**config.mk**
```make
export PLATFORM = sky130hd
export DESIGN_NAME = mse_exec
export DESIGN_NICKNAME = d
export VERILOG_FILES = /design/src/mse_pkg.sv /design/src/mse_cc_if.sv /design/src/mse_cc_unit.sv /design/src/mse_exec.sv /design/src/mse_init_timer.sv
export SDC_FILE = /design/constraint.sdc
export NUM_CORES = 1
export LEC_CHECK = 0
export ABC_AREA = 0
export BUFFER_PORTS_ARGS = -buffer_cell sky130_fd_sc_hd__buf_2
export CAP_MARGIN = 25
export CORE_ASPECT_RATIO = 0.9
export CORE_UTILIZATION = 55
export DETAILED_ROUTE_END_ITERATION = 6
export PLACE_DENSITY_LB_ADDON = 0.1
export SLEW_MARGIN = 10
export SYNTH_ARGS = -nofsm -noshare
export SYNTH_HDL_FRONTEND = slang
export SYNTH_SLANG_ARGS = --single-unit
```
**constraint.sdc**
```tcl
create_clock -name clk -period 6.3 [get_ports clk]
set_clock_uncertainty 0.2 [all_clocks]
set_input_delay 1.26 -clock clk [delete_from_list [all_inputs] [get_ports clk]]
set_output_delay 1.26 -clock clk [all_outputs]
set_load 0.02 [all_outputs]
```
**src/mse_pkg.sv**
```systemverilog
/*
  Constants, encodings and types shared by the miscellaneous and
  condition-code execution block and its helper modules.
  Assumes a single 10 MHz clock domain.
*/
`default_nettype none
package mse_pkg;
  // Clock and bus initialization pulse length
  localparam int unsigned CLK_PERIOD_NS = 100;
  localparam int unsigned INIT_TIME_MS = 100;
  localparam int unsigned INIT_CYCLES = INIT_TIME_MS * 1000000 / CLK_PERIOD_NS;
  // Extra time per memory cycle with memory management on, in ns (0.12 us)
  localparam logic [15:0] MM_EXTRA_NS = 16'h0078;

  // Opcodes (full words, or the fixed high part of the word)
  localparam logic [15:0] OP_HALT = 16'h0000;
  localparam logic [15:0] OP_WAIT = 16'h0001;
  localparam logic [15:0] OP_RESET = 16'h0005;
  localparam logic [9:0] OP_MOVE_FROM_STATUS_HI = 10'h237;
  localparam logic [9:0] OP_MOVE_TO_STATUS_HI = 10'h234;
  localparam logic [10:0] OP_CCOP_HI = 11'h005;

  // Status byte fields
  localparam int unsigned PS_C_BIT = 0;
  localparam int unsigned PS_V_BIT = 1;
  localparam int unsigned PS_Z_BIT = 2;
  localparam int unsigned PS_N_BIT = 3;
  localparam int unsigned PS_T_BIT = 4;
  localparam int unsigned PS_SIGN_BIT = 7;
  localparam int unsigned CC_SET_BIT = 4;
  localparam logic [7:0] PS_RESET = 8'h00;

  // Register offsets, fields and reset values
  localparam logic [3:0] REG_CTRL = 4'h0;
  localparam logic [3:0] REG_STATUS = 4'h1;
  localparam logic [3:0] REG_PS = 4'h2;
  localparam logic [3:0] REG_TIME = 4'h3;
  localparam int unsigned CTRL_MM_BIT = 0;
  localparam logic CTRL_MM_RESET = 1'b0;

  typedef enum logic [1:0] {
    ST_RUN = 2'b00,
    ST_HALT = 2'b01,
    ST_WAIT = 2'b10,
    ST_INIT = 2'b11
  } mse_state_t;

  typedef enum logic [1:0] {
    CC_NONE = 2'b00,
    CC_MOVE_FROM_STATUS = 2'b01,
    CC_MOVE_TO_STATUS = 2'b10,
    CC_OPER = 2'b11
  } mse_ccop_t;
endpackage
`default_nettype wire
```
**src/mse_cc_if.sv**
```systemverilog
/*
  Carrier between the execution block and its status-byte update unit.
  Assumes both ends run from the same clock; the update path is combinational.
*/
`timescale 1ns/100ps
`default_nettype none
interface mse_cc_if;
  mse_pkg::mse_ccop_t op;
  logic [7:0] src_byte;
  logic [4:0] sel;
  logic [7:0] ps_cur;
  logic [7:0] ps_nxt;
  modport exec (output op, output src_byte, output sel, output ps_cur, input ps_nxt);
  modport unit (input op, input src_byte, input sel, input ps_cur, output ps_nxt);
endinterface
`default_nettype wire

```
**src/mse_cc_unit.sv**
```systemverilog
/*
  Next-value logic for the low status byte under the status moves and
  the condition-code operators.
  Assumes the caller registers the result and selects the operation.
*/
`timescale 1ns/100ps
`default_nettype none
module mse_cc_unit (
  mse_cc_if.unit cc
);
  // ---------------------------------------------------------------
  // Status byte update
  // ---------------------------------------------------------------
  always_comb begin
    cc.ps_nxt = cc.ps_cur;
    unique case (cc.op)
      mse_pkg::CC_NONE: begin
        cc.ps_nxt = cc.ps_cur;
      end
      mse_pkg::CC_MOVE_FROM_STATUS: begin
        // Sign, zero of the whole byte, overflow cleared, carry kept
        cc.ps_nxt[mse_pkg::PS_N_BIT] = cc.ps_cur[mse_pkg::PS_SIGN_BIT];
        cc.ps_nxt[mse_pkg::PS_Z_BIT] = (cc.ps_cur == 8'h00);
        cc.ps_nxt[mse_pkg::PS_V_BIT] = 1'b0;
      end
      mse_pkg::CC_MOVE_TO_STATUS: begin
        // Byte replaced except the trace bit, flags straight from source bits 0-3
        cc.ps_nxt = cc.src_byte;
        // Trace bit may be cleared but never set here
        cc.ps_nxt[mse_pkg::PS_T_BIT] = cc.ps_cur[mse_pkg::PS_T_BIT]
                                       & cc.src_byte[mse_pkg::PS_T_BIT];
      end
      mse_pkg::CC_OPER: begin
        // Bit 4 picks set or clear of the flags chosen by bits 0-3
        if (cc.sel[mse_pkg::CC_SET_BIT]) begin
          cc.ps_nxt[3:0] = cc.ps_cur[3:0] | cc.sel[3:0];
        end else begin
          cc.ps_nxt[3:0] = cc.ps_cur[3:0] & ~cc.sel[3:0];
        end
      end
    endcase
  end
endmodule
`default_nettype wire

```
**src/mse_exec.sv**
```systemverilog
/*
  Execution of the miscellaneous and condition-code instructions of a
  16-bit processor: status byte moves, halt, wait, bus reset, flag
  operators, and the instruction time estimate.
  Assumes the fetch and address logic hand over one decoded instruction
  per instr_valid pulse with its effective source byte, destination
  mode and the already advanced program counter.
*/
// Strobed register access and the register addresses were chosen for this implementation.
`timescale 1ns/100ps
`default_nettype none
module mse_exec #(
  parameter int unsigned INIT_CYCLES = mse_pkg::INIT_CYCLES
) (
  input wire logic clk,
  input wire logic sys_rst,
  input wire logic [3:0] reg_addr,
  input wire logic [15:0] reg_wdata,
  input wire logic reg_wr,
  input wire logic reg_rd,
  output logic [15:0] reg_rdata,
  input wire logic instr_valid,
  input wire logic [15:0] instr,
  input wire logic [15:0] instr_pc,
  input wire logic [7:0] src_byte,
  input wire logic [2:0] dst_mode,
  input wire logic single_op,
  input wire logic is_byte,
  input wire logic [15:0] dst_time_ns,
  input wire logic [15:0] ef_time_ns,
  input wire logic [3:0] mem_cycles,
  input wire logic console_continue_key,
  input wire logic irq_pending,
  output logic [7:0] proc_status,
  output logic dst_wr,
  output logic [15:0] dst_data,
  output logic dst_byte,
  output logic halted,
  output logic [15:0] console_display,
  output logic bus_abort,
  output logic fetch_en,
  output logic irq_grant,
  output logic bus_init,
  output logic [15:0] instr_time_ns,
  output logic time_valid
);
  mse_pkg::mse_state_t state_r;
  logic [7:0] ps_r;
  logic [15:0] rdata_r, dst_data_r, display_r, time_r, time_nxt;
  logic mm_en_r, dst_wr_r, dst_byte_r, abort_r, fetch_en_r, grant_r, time_valid_r, halted_r;
  logic init_start, init_busy, take;
  logic is_move_from_status, is_move_to_status, is_ccop, is_halt, is_wait, is_reset;
  logic [19:0] mm_extra;

  mse_cc_if cc_bus ();

  // ---------------------------------------------------------------
  // Decode
  // ---------------------------------------------------------------
  // Accepted only while running; no privilege check on status moves
  assign take = instr_valid && (state_r == mse_pkg::ST_RUN);
  assign is_move_from_status = (instr[15:6] == mse_pkg::OP_MOVE_FROM_STATUS_HI);
  assign is_move_to_status = (instr[15:6] == mse_pkg::OP_MOVE_TO_STATUS_HI);
  assign is_ccop = (instr[15:5] == mse_pkg::OP_CCOP_HI);
  assign is_halt = (instr == mse_pkg::OP_HALT);
  assign is_wait = (instr == mse_pkg::OP_WAIT);
  assign is_reset = (instr == mse_pkg::OP_RESET);
  assign init_start = take && is_reset;

  // Flag unit selection; halt, wait and reset leave flags alone
  always_comb begin
    cc_bus.op = mse_pkg::CC_NONE;
    if (take && is_move_from_status) begin
      cc_bus.op = mse_pkg::CC_MOVE_FROM_STATUS;
    end else if (take && is_move_to_status) begin
      cc_bus.op = mse_pkg::CC_MOVE_TO_STATUS;
    end else if (take && is_ccop) begin
      cc_bus.op = mse_pkg::CC_OPER;
    end
  end
  assign cc_bus.src_byte = src_byte;
  assign cc_bus.sel = instr[4:0];
  assign cc_bus.ps_cur = ps_r;

  mse_cc_unit u_cc (
    .cc(cc_bus.unit)
  );

  mse_init_timer #(
    .CYCLES(INIT_CYCLES)
  ) u_init (
    .clk(clk),
    .sys_rst(sys_rst),
    .start(init_start),
    .busy_r(init_busy)
  );

  // ---------------------------------------------------------------
  // Processor status byte
  // ---------------------------------------------------------------
  always_ff @(posedge clk) begin
    if (sys_rst) begin
      ps_r <= mse_pkg::PS_RESET;
    end else begin
      ps_r <= cc_bus.ps_nxt;
    end
  end

  // ---------------------------------------------------------------
  // Control state: run, halt, wait, bus init
  // ---------------------------------------------------------------
  always_ff @(posedge clk) begin
    if (sys_rst) begin
      state_r <= mse_pkg::ST_RUN;
      halted_r <= 1'b0;
    end else begin
      unique case (state_r)
        mse_pkg::ST_RUN: begin
          if (take && is_halt) begin
            state_r <= mse_pkg::ST_HALT;
            halted_r <= 1'b1;
          end else if (take && is_wait) begin
            state_r <= mse_pkg::ST_WAIT;
          end else if (take && is_reset) begin
            state_r <= mse_pkg::ST_INIT;
          end
        end
        mse_pkg::ST_HALT: begin
          if (console_continue_key) begin
            state_r <= mse_pkg::ST_RUN;
            halted_r <= 1'b0;
          end
        end
        mse_pkg::ST_WAIT: begin
          if (irq_pending) begin
            state_r <= mse_pkg::ST_RUN;
          end
        end
        mse_pkg::ST_INIT: begin
          // Timer busy rises at the same edge as entry
          if (!init_busy && !init_start) begin
            state_r <= mse_pkg::ST_RUN;
          end
        end
      endcase
    end
  end

  // Fetch permission: none while halted, waiting or resetting the bus
  always_ff @(posedge clk) begin
    if (sys_rst) begin
      fetch_en_r <= 1'b1;
    end else if (take && (is_halt || is_wait || is_reset)) begin
      fetch_en_r <= 1'b0;
    end else if (state_r == mse_pkg::ST_HALT && console_continue_key) begin
      fetch_en_r <= 1'b1;
    end else if (state_r == mse_pkg::ST_WAIT && irq_pending) begin
      fetch_en_r <= 1'b1;
    end else if (state_r == mse_pkg::ST_INIT && !init_busy && !init_start) begin
      fetch_en_r <= 1'b1;
    end
  end

  // Halt side effects: abort pulse and console display
  always_ff @(posedge clk) begin
    if (sys_rst) begin
      abort_r <= 1'b0;
      display_r <= 16'h0000;
    end else begin
      abort_r <= take && is_halt;
      if (take && is_halt) begin
        // Program counter already points past the halt
        display_r <= instr_pc;
      end
    end
  end

  // Interrupt grant while waiting, registered one cycle after irq_pending
  always_ff @(posedge clk) begin
    if (sys_rst) begin
      grant_r <= 1'b0;
    end else begin
      grant_r <= (state_r == mse_pkg::ST_WAIT) && irq_pending;
    end
  end

  // ---------------------------------------------------------------
  // Move-from-status destination write
  // ---------------------------------------------------------------
  always_ff @(posedge clk) begin
    if (sys_rst) begin
      dst_wr_r <= 1'b0;
      dst_data_r <= 16'h0000;
      dst_byte_r <= 1'b0;
    end else begin
      dst_wr_r <= take && is_move_from_status;
      if (take && is_move_from_status) begin
        dst_byte_r <= 1'b1;
        if (dst_mode == 3'h0) begin
          dst_data_r <= {{8{ps_r[mse_pkg::PS_SIGN_BIT]}}, ps_r};
        end else begin
          dst_data_r <= {8'h00, ps_r};
        end
      end
    end
  end

  // ---------------------------------------------------------------
  // Instruction time estimate
  // ---------------------------------------------------------------
  // Byte width and odd address play no part
  assign mm_extra = 20'(mem_cycles) * 20'(mse_pkg::MM_EXTRA_NS);
  always_comb begin
    time_nxt = ef_time_ns;
    if (single_op) begin
      time_nxt = 16'(time_nxt + dst_time_ns);
    end
    if (mm_en_r) begin
      time_nxt = 16'(time_nxt + mm_extra[15:0]);
    end
  end

  always_ff @(posedge clk) begin
    if (sys_rst) begin
      time_r <= 16'h0000;
      time_valid_r <= 1'b0;
    end else begin
      time_valid_r <= take;
      if (take) begin
        time_r <= time_nxt;
      end
    end
  end

  // ---------------------------------------------------------------
  // Register port
  // ---------------------------------------------------------------
  always_ff @(posedge clk) begin
    if (sys_rst) begin
      mm_en_r <= mse_pkg::CTRL_MM_RESET;
    end else if (reg_wr && reg_addr == mse_pkg::REG_CTRL) begin
      mm_en_r <= reg_wdata[mse_pkg::CTRL_MM_BIT];
    end
  end

  // Read data stands only in the cycle after the strobe
  always_ff @(posedge clk) begin
    if (sys_rst) begin
      rdata_r <= 16'h0000;
    end else if (reg_rd) begin
      unique case (reg_addr)
        mse_pkg::REG_CTRL: rdata_r <= {15'h0000, mm_en_r};
        mse_pkg::REG_STATUS: rdata_r <= {11'h000, init_busy, fetch_en_r, 1'b0, state_r};
        mse_pkg::REG_PS: rdata_r <= {8'h00, ps_r};
        mse_pkg::REG_TIME: rdata_r <= time_r;
        default: rdata_r <= 16'h0000;
      endcase
    end else begin
      rdata_r <= 16'h0000;
    end
  end

  assign reg_rdata = rdata_r;
  assign proc_status = ps_r;
  assign dst_wr = dst_wr_r;
  assign dst_data = dst_data_r;
  assign dst_byte = dst_byte_r;
  assign halted = halted_r;
  assign console_display = display_r;
  assign bus_abort = abort_r;
  assign fetch_en = fetch_en_r;
  assign irq_grant = grant_r;
  assign bus_init = init_busy;
  assign instr_time_ns = time_r;
  assign time_valid = time_valid_r;
endmodule
`default_nettype wire

```
**src/mse_init_timer.sv**
```systemverilog
/*
  Bus initialization pulse generator: a start pulse raises the init level
  for a fixed number of clock cycles.
  Assumes a synchronous active-high reset; a start while busy is ignored.
*/
`timescale 1ns/100ps
`default_nettype none
module mse_init_timer #(
  parameter int unsigned CYCLES = mse_pkg::INIT_CYCLES
) (
  input wire logic clk,
  input wire logic sys_rst,
  input wire logic start,
  output logic busy_r
);
  localparam int unsigned CW = $clog2(CYCLES + 1);
  localparam logic [CW-1:0] LAST = CW'(CYCLES - 1);
  logic [CW-1:0] count_r;

  // ---------------------------------------------------------------
  // Pulse length counter
  // ---------------------------------------------------------------
  always_ff @(posedge clk) begin
    if (sys_rst) begin
      busy_r <= 1'b0;
      count_r <= '0;
    end else if (!busy_r && start) begin
      busy_r <= 1'b1;
      count_r <= '0;
    end else if (busy_r) begin
      // Level held for exactly CYCLES clocks
      if (count_r == LAST) begin
        busy_r <= 1'b0;
      end
      count_r <= count_r + CW'(1);
    end
  end
endmodule
`default_nettype wire

```
==> flow_summary.toml, run 1 <==
[placement]
portBuffers = 171
gp_congestion = 0.835
dpl-instance-area_sq_mm = 0.00655
dp_hpwl_mm = 10.8

[setup_path]
cpPeakStageDelay_ps = 580
worst-setup-path-type = "input pin to flip-flop"
arrival_ps = 4870
critical_path_peak_fanout = 5
reg2reg_slack_ps = 3380
slowest_stage = "fa_1"
end_kind = "flip-flop"
path_cells = "buf_2, fa_1, fa_1, ha_1, a21o_1, a21oi_1, o21bai_1, a21oi_1, xnor2_1, ha_1, o21ai_0, inv_1, o211ai_1, nor4_4, mux2_4, o2111ai_1"
start_kind = "input pin"
required_ps = 6360

[floorplan]
dieArea_sq_mm = 0.0107
core_sq_mm = 0.00983
dieWidth_um = 109
die-height_um = 98.3
io_pins = 188
row_count = 34
initial_core_util = 0.576

[power]
leakage_uw = 0.00324
max-vdd-ir-drop_mv = 0.305
p_per_area_mw_per_mm2 = 231

[routing]
wire_per_inst_um = 14.9
dr.pass1.iters = 4
drt-total-wl_mm = 14.0
drc = 0
drtIter0Drc = 249
ant_nets = 0
route.vias.total = 5168
avgViaCountPerCell = 5.53

[clock_tree]
cts_setup_buffers = 0
cts_buffer_depth = 2
clk_latency_ps = 340
cts_tree = "yes"
clock-sinks = 96
ctsHoldBuffers = 0
clkTransAtPathRegs_ps = 60
cts_made_buffers = 9
cts_root_buf = "clkbuf_16"
htree_levels = 3
ctsResizeCount = 0

[yosys]
synth_edf_count = 0
synth_top_family_by_area = "simple AND/OR/NAND/NOR gates"
synth_compound_area_frac = 0.145
async_reset_ff_frac = 0
yosys.area_share.simple = 0.226
synth-adder-area-share = 0.102
yosysSeqAreaShare = 0.339
avgSynthCellArea_sq_um = 8.71
syn_nets = 800
syn_area_sq_mm = 0.00566
synth_cell_type_count = 69
post-synth-top-area-cell = "dfxtp_1"
synthFlopType = "dfxtp_1"
yosysWarnings = 0
netlist_instances = 650
synthMuxAreaShare = 0.0835
synth_top_area_share = 0.339
synthTopCellsByArea = "dfxtp_1 (34%), ha_1 (7.7%), nor2_1 (5.6%), mux2i_1 (5.3%), nand2_1 (4.0%)"
synthXorXnorAreaFrac = 0.0557
ys_ff_latch = 96

[grt]
antenna_found_initial = 1
first_global_vias = 4874
grt-busiest-layer = "met2"
grt_max_degree = 58
grt_usage = 0.268
overflow = 0
grt_first_pass_wirelength_mm = 22.8
use_met2 = 0.428
gr-usage-met3 = 0.0834
met1_usage = 0.348

[sta]
fmax_ghz = 0.208
slew_viol_final = 0
worst_pin_slew_ps = 690
setup_viol = 0
relSlewSlack = 0.540
rsz0062_at_grt = "no"
tns_ps = 0
min_period_over_period = 0.764
finalCriticalPeriod_ps = 4810
hold_viol = 0

[final_layout]
final_area_sq_mm = 0.00687
nets = 955
fillers = 811
synthToLayoutAreaGrowth_pct = 21.2
drive_gt1_frac = 0.269
diodes = 0

[run_status]
status = "finished clean"

[hold_path]
hp-class = "flip-flop to flip-flop"

[flow_run]
cap_violations = 0
-- per-layer routing --
layer | routed length, um | up-vias
li1 | - | 2608
met1 | 6310 | 2397
met2 | 6470 | 142
met3 | 953 | 19
met4 | 208 | 2
met5 | 10 | -
-- power by group --
| group | internal [uW] | total (uW) | switching, uW |
|---|---|---|---|
| Combinational | 166 | 384 | 218 |
| Clock | 366 | 577 | 210 |
| Sequential | 617 | 625 | 8.09 |
| Total | 1150 | 1590 | 436 |
-- stage by stage --
step / utilization / instances / setup WS [ps] / hold WS [ps] / total power [uW]
final: 0.699 / 935 / 1490 / 257 / 1590
after global routing: 0.699 / 935 / 1240 / 272 / 1670
after CTS: 0.699 / 935 / 1510 / 259 / 1590
after detailed placement: 0.666 / 920 / 1150 / 249 / 1020
after global placement: 0.665 / 919 / 1220 / 242 / 1010
after floorplan: - / 650 / 1580 / 272 / 917
-- logic make-up after synthesis --
group / count (synthesis)
AO/OA/AOI/OAI: 121
XOR/XNOR: 36
adder cells (fa/ha/maj): 42
buffers and inverters: 58
flip-flops: 96
multiplexers: 44
AND/OR/NAND/NOR: 253
-- worst paths after layout --
check,start,end,cells past startpoint
worst max-delay path,mem_cycles[0],instr_time_ns[15]$_SDFFE_PP0P_,16
worst min-delay path,dst_data[5]$_SDFFE_PP0P_,dst_data[5]$_SDFFE_PP0P_,2
worst max register to register,state_r[0]$_SDFFE_PP0P_,proc_status[3]$_SDFFE_PP0P_,7
worst min register to register,dst_data[5]$_SDFFE_PP0P_,dst_data[5]$_SDFFE_PP0P_,2
-- sequential cells by signal, summed over array words and instances (netlist names), named ones only --
register,flops
bus_abort,1
fetch_en,1
dst_data,9
instr_time_ns,16
u_init.busy_r,1
u_init.count_r,20
irq_grant,1
dst_byte,1
mm_en_r,1
reg_rdata,16
time_valid,1
dst_wr,1
proc_status,7
console_display,16
halted,1
state_r,2
-- placed cells by master (no fill, tap or decap), types with 4 or more instances in the layout --
cell	netlist	routed
buf_2	4	171
dfxtp_1	96	96
nor2_1	85	85
nand2_1	61	61
a21oi_1	39	39
ha_1	35	35
mux2i_1	30	30
inv_1	25	25
o21ai_0	20	20
xnor2_1	18	18
xor2_1	18	18
nand3_1	15	15
a211oi_1	15	15
nor3_1	15	15
and2_1	13	13
mux2_2	12	12
nand4_1	12	12
clkbuf_16	0	9
and3_1	8	8
o211ai_1	7	7
fa_1	7	7
a21o_1	6	6
nor4b_1	5	5
nor2b_1	5	5
a22oi_1	5	5
nor4_1	5	5
nand2b_1	4	4
nand3b_1	4	4
-- cells in the mapped netlist (3+ instances only) --
library cell,number
nor4b_1,5
or4_1,3
nor2_1,85
nor3_1,15
mux2i_1,30
buf_4,7
nand2b_1,4
nand3b_1,4
nor2b_1,5
o21a_1,3
mux2_2,12
fa_1,7
o211ai_1,7
a22oi_1,5
xnor2_1,18
nor4_1,5
a21oi_1,39
clkbuf_1,16
a21o_1,6
buf_2,4
ha_1,35
nand2_1,61
a211oi_1,15
and2_1,13
o21ai_0,20
and3_1,8
buf_6,3
o22ai_1,3
nor4_4,3
and4_1,3
xor2_1,18
inv_1,25
nand4_1,12
nand3_1,15
dfxtp_1,96
-- worst max-delay path: cells and delay by family --
kind | cells | cell delay [ps]
adder cells (fa/ha/maj) | 4 | 1590
AO/OA/AOI/OAI | 7 | 1000
XOR/XNOR | 1 | 200
AND/OR/NAND/NOR | 1 | 270
buffers and inverters | 2 | 220
multiplexers | 1 | 330
-- cell type report --
class / count / area, sq um / share of cell area
flip-flops and latches: 96 / 1920 / 0.280
repair buffers: 175 / 893 / 0.130
clock inverters: 3 / 65.1 / 0.00948
multi-input cells: 496 / 3470 / 0.505
clock buffers: 12 / 256 / 0.0374
inverters: 27 / 101 / 0.0148
well taps: 126 / 158 / 0.0230
Power figures use the tool's default switching activity.
==> inputs of run 2 (changes only) <==
--- a/config.mk
+++ b/config.mk
@@ -9,7 +9,7 @@
 export BUFFER_PORTS_ARGS = -buffer_cell sky130_fd_sc_hd__buf_2
 export CAP_MARGIN = 25
 export CORE_ASPECT_RATIO = 0.9
-export CORE_UTILIZATION = 55
+export CORE_UTILIZATION = 46
 export DETAILED_ROUTE_END_ITERATION = 6
 export PLACE_DENSITY_LB_ADDON = 0.1
 export SLEW_MARGIN = 10
==> constraint.sdc (replaced) <==
create_clock -name clk -period 4.22 [get_ports clk]
set_clock_uncertainty 0.2 [all_clocks]
set_input_delay 0.844 -clock clk [delete_from_list [all_inputs] [get_ports clk]]
set_output_delay 0.844 -clock clk [all_outputs]
set_load 0.02 [all_outputs]
==> run 2 against run 1 <==
Compared with the run above: the run now ends with negative setup slack left; setup slack got worse by 1500 ps; highest routed layer is now met4; non-clock buffer count up 54; via count is 3.8% higher; clock-buffer cell count shrank 2; die area rose by 19%.
==> flow_summary.toml, run 2 (synthesis gave the netlist of run 1 again) <==
[run_status]
status = "complete, but fails checks"
violations = "negative setup slack"

[placement]
dp_hpwl_mm = 11.4
portBuffers = 171
gp_congestion = 0.821
placed_cells = 997

[final_layout]
synthToLayoutAreaGrowth_pct = 30.2
drive_gt1_frac = 0.334
final-instance-count-excl-fill = 1024
largest_reg_flops = 20
top_register = "u_init.count_r"
mostFrequentLayoutCell = "buf_2"
fillers = 1086
multi_input_area_sq_mm = 0.00355
nets = 1009
diodes = 0
seqCellArea_sq_mm = 0.00192
final_cell_mix = "buf_2 (169), dfxtp_1 (96), nor2_1 (85)"

[grt]
grt_usage = 0.232
grt_first_pass_wirelength_mm = 23.6
grt_max_degree = 57
overflow = 0
antenna_found_initial = 0
first_global_vias = 5039

[floorplan]
die-height_um = 107
row_count = 38
dieWidth_um = 119
core_sq_mm = 0.0120
dieArea_sq_mm = 0.0128
initial_core_util = 0.471
io_pins = 188

[clock_tree]
ctsHoldBuffers = 0
cts_buffer_depth = 2
cts_tree = "yes"
htree_levels = 3
clk_latency_ps = 340
cts_made_buffers = 9
clock-sinks = 96
clkTransAtPathRegs_ps = 70
cts_root_buf = "clkbuf_16"

[setup_path]
end_kind = "flip-flop"
start_kind = "input pin"
ff2ff_path_depth = 7
arrival_ps = 4290
worst-setup-path-type = "input pin to flip-flop"
required_ps = 4290
critical_path_peak_fanout = 2

[power]
p_per_area_mw_per_mm2 = 340
max-vdd-ir-drop_mv = 0.213
total_power_uw = 2510
leakage_uw = 0.00351

[hold_path]
hold_depth = 2
hp-class = "flip-flop to flip-flop"

[routing]
ant_nets = 0
avgViaCountPerCell = 5.24
drt-total-wl_mm = 14.8
dr.pass1.iters = 4
wire_per_inst_um = 14.5
route.vias.total = 5363
drc = 0
drtIter0Drc = 312

[sta]
min_period_over_period = 1.00
worst_pin_slew_ps = 656
finalCriticalPeriod_ps = 4230
rsz0062_at_grt = "yes"
setup_viol = 1
slew_viol_final = 0
worst_hold_slack_ps = 254
hold_viol = 0
relSlewSlack = 0.559
worst_slack_ps = -5.78
fmax_ghz = 0.237

[flow_run]
cap_violations = 0
run 2: critical path: stages:
cell       delay (ps)
buf_6             100
fa_1              570
fa_1              440
ha_1              280
a21o_1            170
a21oi_2           160
o21bai_1          100
a21oi_2           180
xnor2_2           100
ha_2              330
o21ai_1            60
inv_1              90
o211ai_1          110
buf_4             170
nor4_4            170
mux2_4            330
o2111ai_2          70
run 2: through the flow:
step / setup TNS (ps) / area (sq um) / util / setup WS (ps)
floorplan: -81.2 / 5660 / - / -81.2
finish: -5.78 / 7380 / 0.613 / -5.78
global placement: -1600 / 6900 / 0.574 / -377
CTS: -116 / 7290 / 0.606 / -84.1
global route: -297 / 7380 / 0.613 / -104
detailed placement: -2490 / 6900 / 0.574 / -514
run 2: layout make-up:
type,count,area share
Clock buffer,10,0.0310
Timing Repair Buffer,229,0.177
Sequential cell,96,0.261
Clock inverter,6,0.00916
Tap cell,160,0.0271
Multi-Input combinational cell,496,0.482
Inverter,27,0.0137
run 2: worst paths after layout:
kind,startpoint,to,slack (ps)
worst max-delay path,mem_cycles[1],instr_time_ns[15]$_SDFFE_PP0P_,-6
worst min-delay path,dst_data[7]$_SDFFE_PP0P_,dst_data[7]$_SDFFE_PP0P_,250
worst min register to register,dst_data[7]$_SDFFE_PP0P_,dst_data[7]$_SDFFE_PP0P_,250
worst max register to register,state_r[0]$_SDFFE_PP0P_,proc_status[3]$_SDFFE_PP0P_,1680
run 2: what timing repair did:
action	4_1_cts	5_1_grt
setup endpoints to repair	4	8
pin swaps	16	19
buffers inserted	8	3
cloned	0	0
endpoints found under the hold margin	0	0
resized for setup	8	17
run 2: where the power goes:
part	internal, uW	switching, uW	total (uW)	leakage (uW)
combinational	380	383	763	0.00259
clock	461	347	809	0.000139
sequential	921	12.4	933	0.000777
total	1760	743	2510	0.00351
run 2: per-layer routing:
metal,global-route usage,up-vias,part of all wire
met1,0.307,2506,0.47
met2,0.378,138,0.46
met5,0,-,0
met3,0.0614,13,0.059
li1,-,2706,-
met4,0.0506,0,0.011
